**config.mk**
```make
export PLATFORM = sky130hd
export DESIGN_NAME = esrcu_core
export DESIGN_NICKNAME = d
export VERILOG_FILES = /design/src/logic/esrcu_pkg.sv /design/src/logic/esrcu_core.sv
export VERILOG_INCLUDE_DIRS = /design/src /design/src/logic
export SDC_FILE = /design/constraint.sdc
export NUM_CORES = 1
export LEC_CHECK = 0
export BUFFER_PORTS_ARGS = -buffer_cell sky130_fd_sc_hd__buf_4
export CAP_MARGIN = 20
export CORE_ASPECT_RATIO = 0.75
export CORE_MARGIN = 5
export CORE_UTILIZATION = 50
export CTS_CLUSTER_DIAMETER = 40
export DETAILED_ROUTE_END_ITERATION = 7
export PLACE_DENSITY_LB_ADDON = 0.3
export SLEW_MARGIN = 20
export SYNTH_ARGS = -nofsm -noshare
export SYNTH_HDL_FRONTEND = slang
export SYNTH_SLANG_ARGS = --single-unit
```
**constraint.sdc**
```tcl
create_clock -name mclk -period 5.2 [get_ports mclk]
set_input_delay 0.78 -clock mclk [delete_from_list [all_inputs] [get_ports mclk]]
set_output_delay 0.78 -clock mclk [all_outputs]
set_load 0.05 [all_outputs]
```
**src/logic/esrcu_params.svh**
```systemverilog
`ifndef ESRCU_PARAMS_SVH
`define ESRCU_PARAMS_SVH

// ****************************************************************
// Event bit positions
// ****************************************************************
`define ESRCU_EVT_SYS_FAULT 0
`define ESRCU_EVT_NO_MEAS 1
`define ESRCU_EVT_USED_BITS 10
`define ESRCU_FLT_SELF_TEST 15

// ****************************************************************
// Reset values
// ****************************************************************
`define ESRCU_MASK_RST 16'h0000
`define ESRCU_TERM0_RST 8'h0D
`define ESRCU_TERM1_RST 8'h0A
`define ESRCU_TERM_LEN_RST 2'h2
`define ESRCU_BAUD_RST 3'h2
`define ESRCU_UART_EN_RST 1'h1
`define ESRCU_MODE_RST 2'h1
`define ESRCU_CTYPE_RST 2'h1

// ****************************************************************
// Codes
// ****************************************************************
`define ESRCU_ERR_MODE 8'h0B
`define ESRCU_ERR_NO_SUPPLY 8'h12
`define ESRCU_ERR_UNITS 8'h7F
`define ESRCU_ERR_RANGE 8'h0A
`define ESRCU_ERR_OVERFLOW 8'hFE
`define ESRCU_ERR_DEPTH 20
`define ESRCU_BAUD_MAX 3'h6
`define ESRCU_FORCE_NONE 2'h0
`define ESRCU_FORCE_OFF 2'h1
`define ESRCU_FORCE_ON 2'h2
`define ESRCU_MODE_BINARY 2'h1
`define ESRCU_MODE_PURITY 2'h2
`define ESRCU_MODE_PHYS 2'h3
`define ESRCU_CTYPE_MOLE 2'h1
`define ESRCU_CTYPE_MASS 2'h2
`define ESRCU_OVERLOAD 32'h7E94F578

`endif

```
**src/logic/esrcu_pkg.sv**
```systemverilog
package esrcu_pkg;

  typedef enum logic [4:0] {
    OP_NONE, OP_FLT_HELD_Q, OP_FLT_NOW_Q, OP_FLT_MASK_SET, OP_FLT_MASK_Q,
    OP_EVT_HELD_Q, OP_EVT_NOW_Q, OP_EVT_MASK_SET, OP_EVT_MASK_Q,
    OP_RCFG_SET, OP_RCFG_Q, OP_RFORCE_SET, OP_RFORCE_Q, OP_RPOS_Q,
    OP_BAUD_SET, OP_BAUD_Q, OP_UEN_SET, OP_UEN_Q, OP_TERM_SET, OP_ERR_POP,
    OP_MODE_SET, OP_MODE_Q, OP_CTYPE_SET, OP_CTYPE_Q,
    OP_NORMALIZED_SOUND_SPEED_QUERY_Q, OP_CELL_PRESSURE_QUERY_Q, OP_PURITY_RESULT_QUERY_Q, OP_GAS_RATIO_QUERY_Q
  } esrcu_op_t;

  // Unit suffix: none means the global unit applies
  typedef enum logic [2:0] {
    UNIT_NONE, UNIT_RATIO, UNIT_SPEED, UNIT_PRESSURE, UNIT_TEMP
  } esrcu_unit_t;

  typedef struct packed {
    esrcu_op_t op;
    logic has_idx;
    logic [7:0] idx;
    logic [31:0] val;
    esrcu_unit_t unit;
  } esrcu_cmd_t;

  typedef struct packed {
    logic [31:0] data;
    logic [7:0] err;
    esrcu_unit_t unit;
  } esrcu_rsp_t;

  typedef struct packed {
    logic [31:0] normalized_sound_speed_query;
    logic [31:0] cell_pressure_query;
    logic [31:0] purity_result_query;
    logic [31:0] gas_ratio_query_mole_1;
    logic [31:0] gas_ratio_query_mole_2;
    logic [31:0] gas_ratio_query_mass_1;
    logic [31:0] gas_ratio_query_mass_2;
    logic [3:0] bad;
  } esrcu_meas_t;

endpackage : esrcu_pkg

```
**src/logic/esrcu_core.sv**
```systemverilog
`timescale 1ns/1ns
`include "esrcu_params.svh"
// Contract
// - Held fault bits set whenever the matching live fault bit is set; stay until cleared.
// - Querying held fault register clears it entirely.
// - Status query with bit index 0..15 returns only that bit.
// - Two relay config masks, index 1 or 2, event layout, no status effect.
// - Relay on when any event chosen by its config mask is active.
// - Event summary bit set when enable mask meets held event bits.
// - Live event query returns instantaneous bits, unlatched.
// - Event bit layout: faults, no measurement, limits; bits 10-15 reserved.
// - Held event register captures every live event bit that sets.
// - Querying held event register clears it entirely.
// - Relay force: 0 event control, 1 forced off, 2 forced on.
// - Force setting stored without relay supply; relay inert until supply returns.
// - Relay position query gives 0 or 1; error 18 without supply.
// - Baud code per interface, codes 0..6 for 2400..115200 baud.
// - Error pop returns newest stored code and removes it; depth 20.
// - Beyond 19 unread errors, store 254 as twentieth entry.
// - Per-interface enable; value 1 enables, anything else disables.
// - Up to three terminator bytes on responses; reset gives 13 then 10.
// - Measurement query invalid for current mode raises error 11.
// - Faulty measurement answers overload value 9.9E37.
// - Wrong unit family raises error 127; omitted unit means global unit.
// - Ratio query picks gas 1 or 2, mole or mass; binary mode only.
// - Fault summary bit set when fault mask meets held fault bits.
// - Mode codes: 1 binary, 2 purity, 3 physical.
// - Concentration type: 1 mole fraction, 2 mass fraction.
module esrcu_core #(
  parameter int ERR_DEPTH = `ESRCU_ERR_DEPTH
) (
  input wire logic mclk, // 250 MHz clock
  input wire logic rst, // Synchronous reset, high
  input wire logic cmd_valid, // Decoded command present
  input wire esrcu_pkg::esrcu_cmd_t cmd, // Decoded command
  output logic rsp_valid, // One-cycle response strobe
  output esrcu_pkg::esrcu_rsp_t rsp, // Response value and error
  input wire logic [15:0] fault_pin, // Live fault conditions, async
  input wire logic [15:0] event_pin, // Live event conditions, async
  input wire logic supply_pin, // Relay supply present, async
  input wire esrcu_pkg::esrcu_meas_t meas, // Measurement results, same clock
  output logic [1:0] relay_drive, // Relay coil drive
  output logic fault_summary_bit, // Status byte fault summary
  output logic event_summary_bit, // Status byte event summary
  output logic [5:0] baud_code, // Baud code, 3 bits per interface
  output logic [1:0] uart_enable, // Serial interface enables
  output logic [23:0] term_bytes, // Terminator bytes, first in low byte
  output logic [1:0] term_len, // Terminator byte count
  output logic [1:0] instrument_mode // Current instrument mode
);

  // ****************************************************************
  // Input synchronisers
  // ****************************************************************
  logic [32:0] sync1_r, sync2_r, sync3_r, live_r;
  logic [32:0] pins;
  assign pins = {supply_pin, event_pin, fault_pin};

  always_ff @(posedge mclk) begin
    if (rst) begin
      sync1_r <= '0;
      sync2_r <= '0;
      sync3_r <= '0;
    end else begin
      sync1_r <= pins;
      sync2_r <= sync1_r;
      sync3_r <= sync2_r;
    end
  end

  // A change counts only once two stages agree, which rejects single-cycle glitches
  genvar g;
  generate
    for (g = 0; g < 33; g++) begin : g_live
      always_ff @(posedge mclk) begin
        if (rst) begin
          live_r[g] <= 1'b0;
        end else if (sync2_r[g] == sync3_r[g]) begin
          live_r[g] <= sync2_r[g];
        end
      end
    end
  endgenerate

  logic [15:0] fault_now, event_now;
  logic supply_ok;
  assign fault_now = live_r[15:0];
  assign event_now = {6'h00, live_r[16 +: `ESRCU_EVT_USED_BITS]};
  assign supply_ok = live_r[32];

  // ****************************************************************
  // Command decode helpers
  // ****************************************************************
  function automatic logic [31:0] status_read(input logic [15:0] v, input logic has_idx,
                                              input logic [7:0] idx);
    if (has_idx) begin
      status_read = {31'h0, v[idx[3:0]]};
    end else begin
      status_read = {16'h0, v};
    end
  endfunction : status_read

  function automatic logic relay_sel_ok(input logic [31:0] v);
    relay_sel_ok = (v[31:8] == 24'h0) && (v[7:0] == 8'h01 || v[7:0] == 8'h02);
  endfunction : relay_sel_ok

  logic go;
  logic idx_bad;
  assign go = cmd_valid;
  assign idx_bad = cmd.has_idx && (cmd.idx > 8'h0F);

  // ****************************************************************
  // Latched status registers
  // ****************************************************************
  logic [15:0] fault_status_held_r, event_status_held_r;
  logic clr_fault, clr_event;
  assign clr_fault = go && cmd.op == esrcu_pkg::OP_FLT_HELD_Q && !idx_bad;
  assign clr_event = go && cmd.op == esrcu_pkg::OP_EVT_HELD_Q && !idx_bad;

  // A condition live in the clearing cycle survives: set wins over clear
  always_ff @(posedge mclk) begin
    if (rst) begin
      fault_status_held_r <= 16'h0000;
    end else begin
      fault_status_held_r <= (clr_fault ? 16'h0000 : fault_status_held_r) | fault_now;
    end
  end

  always_ff @(posedge mclk) begin
    if (rst) begin
      event_status_held_r <= 16'h0000;
    end else begin
      event_status_held_r <= (clr_event ? 16'h0000 : event_status_held_r) | event_now;
    end
  end

  // ****************************************************************
  // Masks and settings
  // ****************************************************************
  logic [15:0] fault_summary_mask_r, event_summary_mask_r;
  logic [15:0] relay_one_config_mask_r, relay_two_config_mask_r;
  logic [1:0] force_r [2];
  logic [2:0] baud_r [2];
  logic [1:0] uen_r;
  logic [7:0] term_r [3];
  logic [1:0] term_len_r;
  logic [1:0] mode_r, ctype_r;
  logic sel_two;
  logic [31:0] setv;
  assign sel_two = cmd.idx == 8'h02;
  assign setv = cmd.val;

  always_ff @(posedge mclk) begin
    if (rst) begin
      fault_summary_mask_r <= `ESRCU_MASK_RST;
      event_summary_mask_r <= `ESRCU_MASK_RST;
    end else if (go && cmd.op == esrcu_pkg::OP_FLT_MASK_SET) begin
      fault_summary_mask_r <= setv[15:0];
    end else if (go && cmd.op == esrcu_pkg::OP_EVT_MASK_SET) begin
      event_summary_mask_r <= setv[15:0];
    end
  end

  always_ff @(posedge mclk) begin
    if (rst) begin
      relay_one_config_mask_r <= `ESRCU_MASK_RST;
      relay_two_config_mask_r <= `ESRCU_MASK_RST;
    end else if (go && cmd.op == esrcu_pkg::OP_RCFG_SET && relay_sel_ok({24'h0, cmd.idx})) begin
      if (sel_two) begin
        relay_two_config_mask_r <= setv[15:0];
      end else begin
        relay_one_config_mask_r <= setv[15:0];
      end
    end
  end

  // Stored regardless of supply; only the drive stage and the position query look at the supply
  always_ff @(posedge mclk) begin
    if (rst) begin
      force_r[0] <= `ESRCU_FORCE_NONE;
      force_r[1] <= `ESRCU_FORCE_NONE;
    end else if (go && cmd.op == esrcu_pkg::OP_RFORCE_SET && relay_sel_ok({24'h0, cmd.idx})
                 && setv <= 32'h2) begin
      force_r[sel_two] <= setv[1:0];
    end
  end

  always_ff @(posedge mclk) begin
    if (rst) begin
      baud_r[0] <= `ESRCU_BAUD_RST;
      baud_r[1] <= `ESRCU_BAUD_RST;
      uen_r <= {2{`ESRCU_UART_EN_RST}};
    end else if (go && cmd.idx <= 8'h01) begin
      if (cmd.op == esrcu_pkg::OP_BAUD_SET && setv <= {29'h0, `ESRCU_BAUD_MAX}) begin
        baud_r[cmd.idx[0]] <= setv[2:0];
      end else if (cmd.op == esrcu_pkg::OP_UEN_SET) begin
        uen_r[cmd.idx[0]] <= (setv == 32'h1);
      end
    end
  end

  // Terminator bytes arrive packed in the value, count in the index
  always_ff @(posedge mclk) begin
    if (rst) begin
      term_r[0] <= `ESRCU_TERM0_RST;
      term_r[1] <= `ESRCU_TERM1_RST;
      term_r[2] <= 8'h00;
      term_len_r <= `ESRCU_TERM_LEN_RST;
    end else if (go && cmd.op == esrcu_pkg::OP_TERM_SET && cmd.idx >= 8'h01
                 && cmd.idx <= 8'h03) begin
      term_r[0] <= setv[7:0];
      term_r[1] <= setv[15:8];
      term_r[2] <= setv[23:16];
      term_len_r <= cmd.idx[1:0];
    end
  end

  always_ff @(posedge mclk) begin
    if (rst) begin
      mode_r <= `ESRCU_MODE_RST;
      ctype_r <= `ESRCU_CTYPE_RST;
    end else if (go && setv >= 32'h1 && setv <= {30'h0, `ESRCU_MODE_PHYS}) begin
      if (cmd.op == esrcu_pkg::OP_MODE_SET) begin
        mode_r <= setv[1:0];
      end else if (cmd.op == esrcu_pkg::OP_CTYPE_SET && setv <= {30'h0, `ESRCU_CTYPE_MASS}) begin
        ctype_r <= setv[1:0];
      end
    end
  end

  // ****************************************************************
  // Relays and status byte
  // ****************************************************************
  logic [1:0] relay_on;
  logic [15:0] cfg_mask [2];
  assign cfg_mask[0] = relay_one_config_mask_r;
  assign cfg_mask[1] = relay_two_config_mask_r;

  generate
    for (g = 0; g < 2; g++) begin : g_relay
      always_comb begin
        case (force_r[g])
          `ESRCU_FORCE_ON: relay_on[g] = 1'b1;
          `ESRCU_FORCE_OFF: relay_on[g] = 1'b0;
          default: relay_on[g] = |(cfg_mask[g] & event_now);
        endcase
      end
    end
  endgenerate

  always_ff @(posedge mclk) begin
    if (rst) begin
      relay_drive <= 2'b00;
    end else begin
      relay_drive <= supply_ok ? relay_on : 2'b00;
    end
  end

  always_ff @(posedge mclk) begin
    if (rst) begin
      fault_summary_bit <= 1'b0;
      event_summary_bit <= 1'b0;
    end else begin
      fault_summary_bit <= |(fault_summary_mask_r & fault_status_held_r);
      event_summary_bit <= |(event_summary_mask_r & event_status_held_r);
    end
  end

  // ****************************************************************
  // Answer and error selection
  // ****************************************************************
  logic [31:0] ans;
  logic [7:0] err;
  logic [7:0] err_top;
  logic [4:0] err_cnt_r;

  always_comb begin
    ans = 32'h0;
    err = 8'h00;
    case (cmd.op)
      esrcu_pkg::OP_FLT_HELD_Q: ans = status_read(fault_status_held_r, cmd.has_idx, cmd.idx);
      esrcu_pkg::OP_FLT_NOW_Q: ans = status_read(fault_now, cmd.has_idx, cmd.idx);
      esrcu_pkg::OP_EVT_HELD_Q: ans = status_read(event_status_held_r, cmd.has_idx, cmd.idx);
      esrcu_pkg::OP_EVT_NOW_Q: ans = status_read(event_now, cmd.has_idx, cmd.idx);
      esrcu_pkg::OP_FLT_MASK_Q: ans = {16'h0, fault_summary_mask_r};
      esrcu_pkg::OP_EVT_MASK_Q: ans = {16'h0, event_summary_mask_r};
      esrcu_pkg::OP_RCFG_Q: ans = {16'h0, cfg_mask[sel_two]};
      esrcu_pkg::OP_RFORCE_Q: ans = {30'h0, force_r[sel_two]};
      esrcu_pkg::OP_RPOS_Q: begin
        if (!supply_ok) begin
          err = `ESRCU_ERR_NO_SUPPLY;
        end else begin
          ans = {31'h0, relay_on[sel_two]};
        end
      end
      esrcu_pkg::OP_BAUD_Q: ans = {29'h0, baud_r[cmd.idx[0]]};
      esrcu_pkg::OP_UEN_Q: ans = {31'h0, uen_r[cmd.idx[0]]};
      esrcu_pkg::OP_MODE_Q: ans = {30'h0, mode_r};
      esrcu_pkg::OP_CTYPE_Q: ans = {30'h0, ctype_r};
      esrcu_pkg::OP_ERR_POP: ans = {24'h0, err_top};
      esrcu_pkg::OP_NORMALIZED_SOUND_SPEED_QUERY_Q: begin
        if (cmd.unit != esrcu_pkg::UNIT_NONE && cmd.unit != esrcu_pkg::UNIT_SPEED) begin
          err = `ESRCU_ERR_UNITS;
        end else begin
          ans = meas.bad[0] ? `ESRCU_OVERLOAD : meas.normalized_sound_speed_query;
        end
      end
      esrcu_pkg::OP_CELL_PRESSURE_QUERY_Q: begin
        if (cmd.unit != esrcu_pkg::UNIT_NONE && cmd.unit != esrcu_pkg::UNIT_PRESSURE) begin
          err = `ESRCU_ERR_UNITS;
        end else begin
          ans = meas.bad[1] ? `ESRCU_OVERLOAD : meas.cell_pressure_query;
        end
      end
      esrcu_pkg::OP_PURITY_RESULT_QUERY_Q: begin
        if (mode_r != `ESRCU_MODE_PURITY) begin
          err = `ESRCU_ERR_MODE;
        end else if (cmd.unit != esrcu_pkg::UNIT_NONE && cmd.unit != esrcu_pkg::UNIT_RATIO) begin
          err = `ESRCU_ERR_UNITS;
        end else begin
          ans = meas.bad[2] ? `ESRCU_OVERLOAD : meas.purity_result_query;
        end
      end
      esrcu_pkg::OP_GAS_RATIO_QUERY_Q: begin
        if (mode_r != `ESRCU_MODE_BINARY) begin
          err = `ESRCU_ERR_MODE;
        end else if (cmd.unit != esrcu_pkg::UNIT_NONE && cmd.unit != esrcu_pkg::UNIT_RATIO) begin
          err = `ESRCU_ERR_UNITS;
        end else if (!relay_sel_ok({24'h0, cmd.idx})) begin
          err = `ESRCU_ERR_RANGE;
        end else if (meas.bad[3]) begin
          ans = `ESRCU_OVERLOAD;
        end else if (ctype_r == `ESRCU_CTYPE_MASS) begin
          ans = sel_two ? meas.gas_ratio_query_mass_2 : meas.gas_ratio_query_mass_1;
        end else begin
          ans = sel_two ? meas.gas_ratio_query_mole_2 : meas.gas_ratio_query_mole_1;
        end
      end
      default: ans = 32'h0;
    endcase
    // Out-of-range arguments are refused before any effect
    if ((cmd.op == esrcu_pkg::OP_FLT_HELD_Q || cmd.op == esrcu_pkg::OP_FLT_NOW_Q
         || cmd.op == esrcu_pkg::OP_EVT_HELD_Q || cmd.op == esrcu_pkg::OP_EVT_NOW_Q) && idx_bad) begin
      err = `ESRCU_ERR_RANGE;
    end
    if ((cmd.op == esrcu_pkg::OP_RCFG_Q || cmd.op == esrcu_pkg::OP_RFORCE_Q
         || cmd.op == esrcu_pkg::OP_RPOS_Q) && !relay_sel_ok({24'h0, cmd.idx})) begin
      err = `ESRCU_ERR_RANGE;
    end
    if (err != 8'h00) begin
      ans = 32'h0;
    end
  end

  always_ff @(posedge mclk) begin
    if (rst) begin
      rsp_valid <= 1'b0;
      rsp <= '0;
    end else begin
      rsp_valid <= go && cmd.op != esrcu_pkg::OP_NONE;
      rsp.data <= ans;
      rsp.err <= err;
      rsp.unit <= cmd.unit;
    end
  end

  // ****************************************************************
  // Error stack
  // ****************************************************************
  logic [7:0] err_mem [ERR_DEPTH];
  logic push, pop;
  assign push = go && err != 8'h00;
  assign pop = go && cmd.op == esrcu_pkg::OP_ERR_POP && err_cnt_r != 5'h00;
  assign err_top = (err_cnt_r == 5'h00) ? 8'h00 : err_mem[err_cnt_r - 5'h01];

  // Once full, the last slot already reads as the overflow mark; more are dropped
  always_ff @(posedge mclk) begin
    if (push && err_cnt_r < 5'(ERR_DEPTH)) begin
      err_mem[err_cnt_r] <= (err_cnt_r == 5'(ERR_DEPTH - 1)) ? `ESRCU_ERR_OVERFLOW : err;
    end
  end

  always_ff @(posedge mclk) begin
    if (rst) begin
      err_cnt_r <= 5'h00;
    end else if (pop) begin
      err_cnt_r <= err_cnt_r - 5'h01;
    end else if (push && err_cnt_r < 5'(ERR_DEPTH)) begin
      err_cnt_r <= err_cnt_r + 5'h01;
    end
  end

  assign baud_code = {baud_r[1], baud_r[0]};
  assign uart_enable = uen_r;
  assign term_bytes = {term_r[2], term_r[1], term_r[0]};
  assign term_len = term_len_r;
  assign instrument_mode = mode_r;
endmodule : esrcu_core

```
==> flow_metrics.tcl <==
set metrics [dict create \
    cts-resized-gates 0 \
    dp_hpwl_um 50850 \
    synth_top_family_by_area "simple AND/OR/NAND/NOR gates" \
    synth.most_common_cell "nand2_1" \
    cts_tree "done" \
    dr.pass1.iters 7 \
    power.density_nw_per_um2 322.9 \
    slew_viol_final 0 \
    synth_xor_area_share_pct 0.2413 \
    cp-start-kind "flop" \
    muxShareOfSynthArea_pct 9.875 \
    finalCriticalPeriod_ns 3.861 \
    synth_edf_count 154 \
    cts-buffers-inserted 49 \
    worstPathRequired_ns 5.58 \
    path_delay_family "compound AO/OA/AOI/OAI gates" \
    die_area_sq_um 40240 \
    register_area_sq_um 9751 \
    drt_iter0_markers 2352 \
    antenna_left 0 \
    r2r_setup_slack_ns 1.34 \
    arrival_ns 4.25 \
    fp.dieH_um 175.0 \
    slowest_delay_ns 1.06 \
    yosysTopAreaCellShare_pct 28.24 \
    cts_hold_buf 0 \
    grt_pass1_vias 15275 \
    track_usage_pct 32.03 \
    htree_levels 2 \
    post-cts-setup-buffers 0 \
    viasPerCell 6.151 \
    start_util_pct 50.56 \
    synth-simple-area-share_pct 17.66 \
    io_pins 397 \
    async_flop_share_pct 0 \
    setup_tns_ns 0 \
    finClkSkew_ns 0.01703 \
    rows 60 \
    multi_input_area_sq_um 7873 \
    syn-cell-area_sq_um 18140 \
    drive_gt1_share_pct 26.72 \
    path_class "reg -> reg" \
    power_mw 7.435 \
    fill_cells 2855 \
    synth-compound-area-share_pct 14.76 \
    tightest_slew_ns 1.204 \
    final_hold_viol_count 0 \
    yosysWarnings 0 \
    post-route-period-util_pct 74.26 \
    die_x_um 230.0 \
    max_slew_margin_pct 18.98 \
    cts_sinks 410 \
    final_nets 2464 \
    yosys_register_bits 410 \
    grt_pass1_wl_um 97830 \
    drc 0 \
    maxCapViolCount 0 \
    clk_pin_slew_ns 0.06 \
    crit_buf_inv 1 \
    fmax_ghz 0.2590 \
    clockRootBuffer "clkbuf_16" \
    synthCells 1795 \
    setup_viol 0 \
    avgRoutedWirePerCell_um 25.50 \
    crit_slowest_cell "a2111oi_0" \
    grt.overflow.total 0 \
    clock_latency_ns 0.56 \
    gp_congestion 1.026 \
    ir_drop_mv 0.2731 \
    worstPathMaxFanout 8 \
    ys.flop_type "dfxtp_1" \
    coreArea_sq_um 35880 \
    clock_path_buffers 3 \
    synth_seq_area_share_pct 53.73 \
    wl_um 67590 \
    synthAdderAreaFrac_pct 0.4827 \
    crit_chain "inv_1 -> ha_1 -> xnor2_1 -> mux4_2 -> mux2i_1 -> o22ai_1 -> a2111oi_0 -> a41oi_1" \
    io_buffers 389 \
    rsz0062_at_grt "false" \
    antenna_found_initial 6 \
    ys_top_cells_by_count "263 x nand2_1, 256 x dfxtp_1, 154 x edfxtp_1, 142 x nor2_1, 130 x a21oi_1" \
    status "completed" \
    grt_max_degree 85 \
    synth_cell_types 75 \
    endpoint_kind "flop" \
    p_leak_nw 8.810 \
    num_vias 16301 \
    syn_nets 2115 \
    avgSynthCellArea_sq_um 10.11 \
    synthTopCellsByArea "dfxtp_1 28%, edfxtp_1 25%, nand2_1 5.4%, mux4_2 5.3%, mux2i_1 3.9%" \
    hold_path.class "reg -> reg" \
    yosysTopAreaCell "dfxtp_1" \
    syn_to_final_growth_pct 26.90 \
]
-- routing by layer --
metal  track usage (%)  share of wire [%]  up-vias  wire length, um
met5                 0              0.067        -               45
met4             13.37                4.8        6             3225
met3             10.09                 13      171             8462
met2             46.79                 43     1069            28920
met1             44.40                 40     7822            26940
li1                  -                  -     7233                -
-- flip-flops by register name (all words and copies together), names as in the netlist, 4 cells and up --
| name | cells |
|---|---|
| fault_summary_mask_r | 16 |
| baud_r | 6 |
| fault_status_held_r | 16 |
| force_r | 4 |
| term_r | 24 |
| err_cnt_r | 5 |
| fault_now | 16 |
| rsp | 40 |
| sync2_r | 27 |
| relay_two_config_mask_r | 16 |
| event_status_held_r | 10 |
| event_summary_mask_r | 16 |
| sync3_r | 27 |
| sync1_r | 27 |
| relay_one_config_mask_r | 16 |
| err_mem | 120 |
| event_now | 10 |
-- logic make-up after synthesis --
logic type | Yosys count
mux | 124
simple gates | 675
flops | 410
xor+xnor | 5
other cells | 1
buf+inv | 140
compound gates | 433
fa+ha+maj | 7
-- final timing paths --
kind | cells past startpoint | start | to
worst min-delay path | 1 | sync1_r[32]$_SDFF_PP0_ | sync2_r[32]$_SDFF_PP0_
worst max register to register | 8 | err_cnt_r[1]$_SDFFE_PP0P_ | rsp[11]$_SDFF_PP0_
worst min register to register | 1 | sync1_r[32]$_SDFF_PP0_ | sync2_r[32]$_SDFF_PP0_
worst max-delay path | 8 | err_cnt_r[1]$_SDFFE_PP0P_ | rsp[11]$_SDFF_PP0_
-- area by class of cell --
cell class              count  area share [%]
clock buffers              64           5.890
well taps                 465           2.527
repair buffers            419           13.68
flip-flops and latches    410           42.35
diodes                      3         0.03260
multi-input cells        1245           34.19
inverters                  19          0.3097
clock inverters            25           1.027
-- layout by cell type, fill, tap and decap left out, drive strengths merged, types with 4 or more instances in the layout --
cell       n
or3        8
a41oi     13
a22o       8
nand2b    10
clkinv    13
a22oi     50
nor2b     91
nor4      15
a222oi     6
o211ai     8
inv       29
mux4      43
buf      419
o21ai    119
edfxtp   154
nand3     36
and2      21
nor2     143
xnor2      4
clkbuf    64
mux2i     71
or2        6
a31oi     39
nor3      29
a221oi    10
nand2    263
mux2      10
ha         7
a21o       6
and3      25
o22ai      9
dfxtp    256
a21oi    131
a2111oi    7
nand4     14
-- power breakdown --
part	switching [mW]	total, mW	internal [mW]
clock network	1.41	3.34	1.93
logic	0.392	0.694	0.302
registers	0.0230	3.40	3.38
total	1.82	7.44	5.61
-- worst register-to-register path, stage by stage, from the launching register on --
cell and delay, ns:
dfxtp_1 0.40, inv_1 0.13, ha_1 0.25, xnor2_1 0.79, mux4_2 0.43, mux2i_1 0.21, o22ai_1 0.20, a2111oi_0 1.06
a41oi_1 0.21
-- through the flow --
step / instances / instance area (sq um) / worst slack, ns / util, % / hold WS, ns
after floorplan: 1795 / 18140 / 1.416 / - / 0.4138
after global placement: 2557 / 21410 / 1.201 / 59.65 / 0.4180
after detailed placement: 2557 / 21410 / 1.117 / 59.67 / 0.4231
after CTS: 2646 / 23000 / 1.456 / 64.10 / 0.4146
after global routing: 2650 / 23030 / 1.259 / 64.17 / 0.4242
final: 2650 / 23030 / 1.339 / 64.17 / 0.4301
Power figures use the tool's default switching activity.
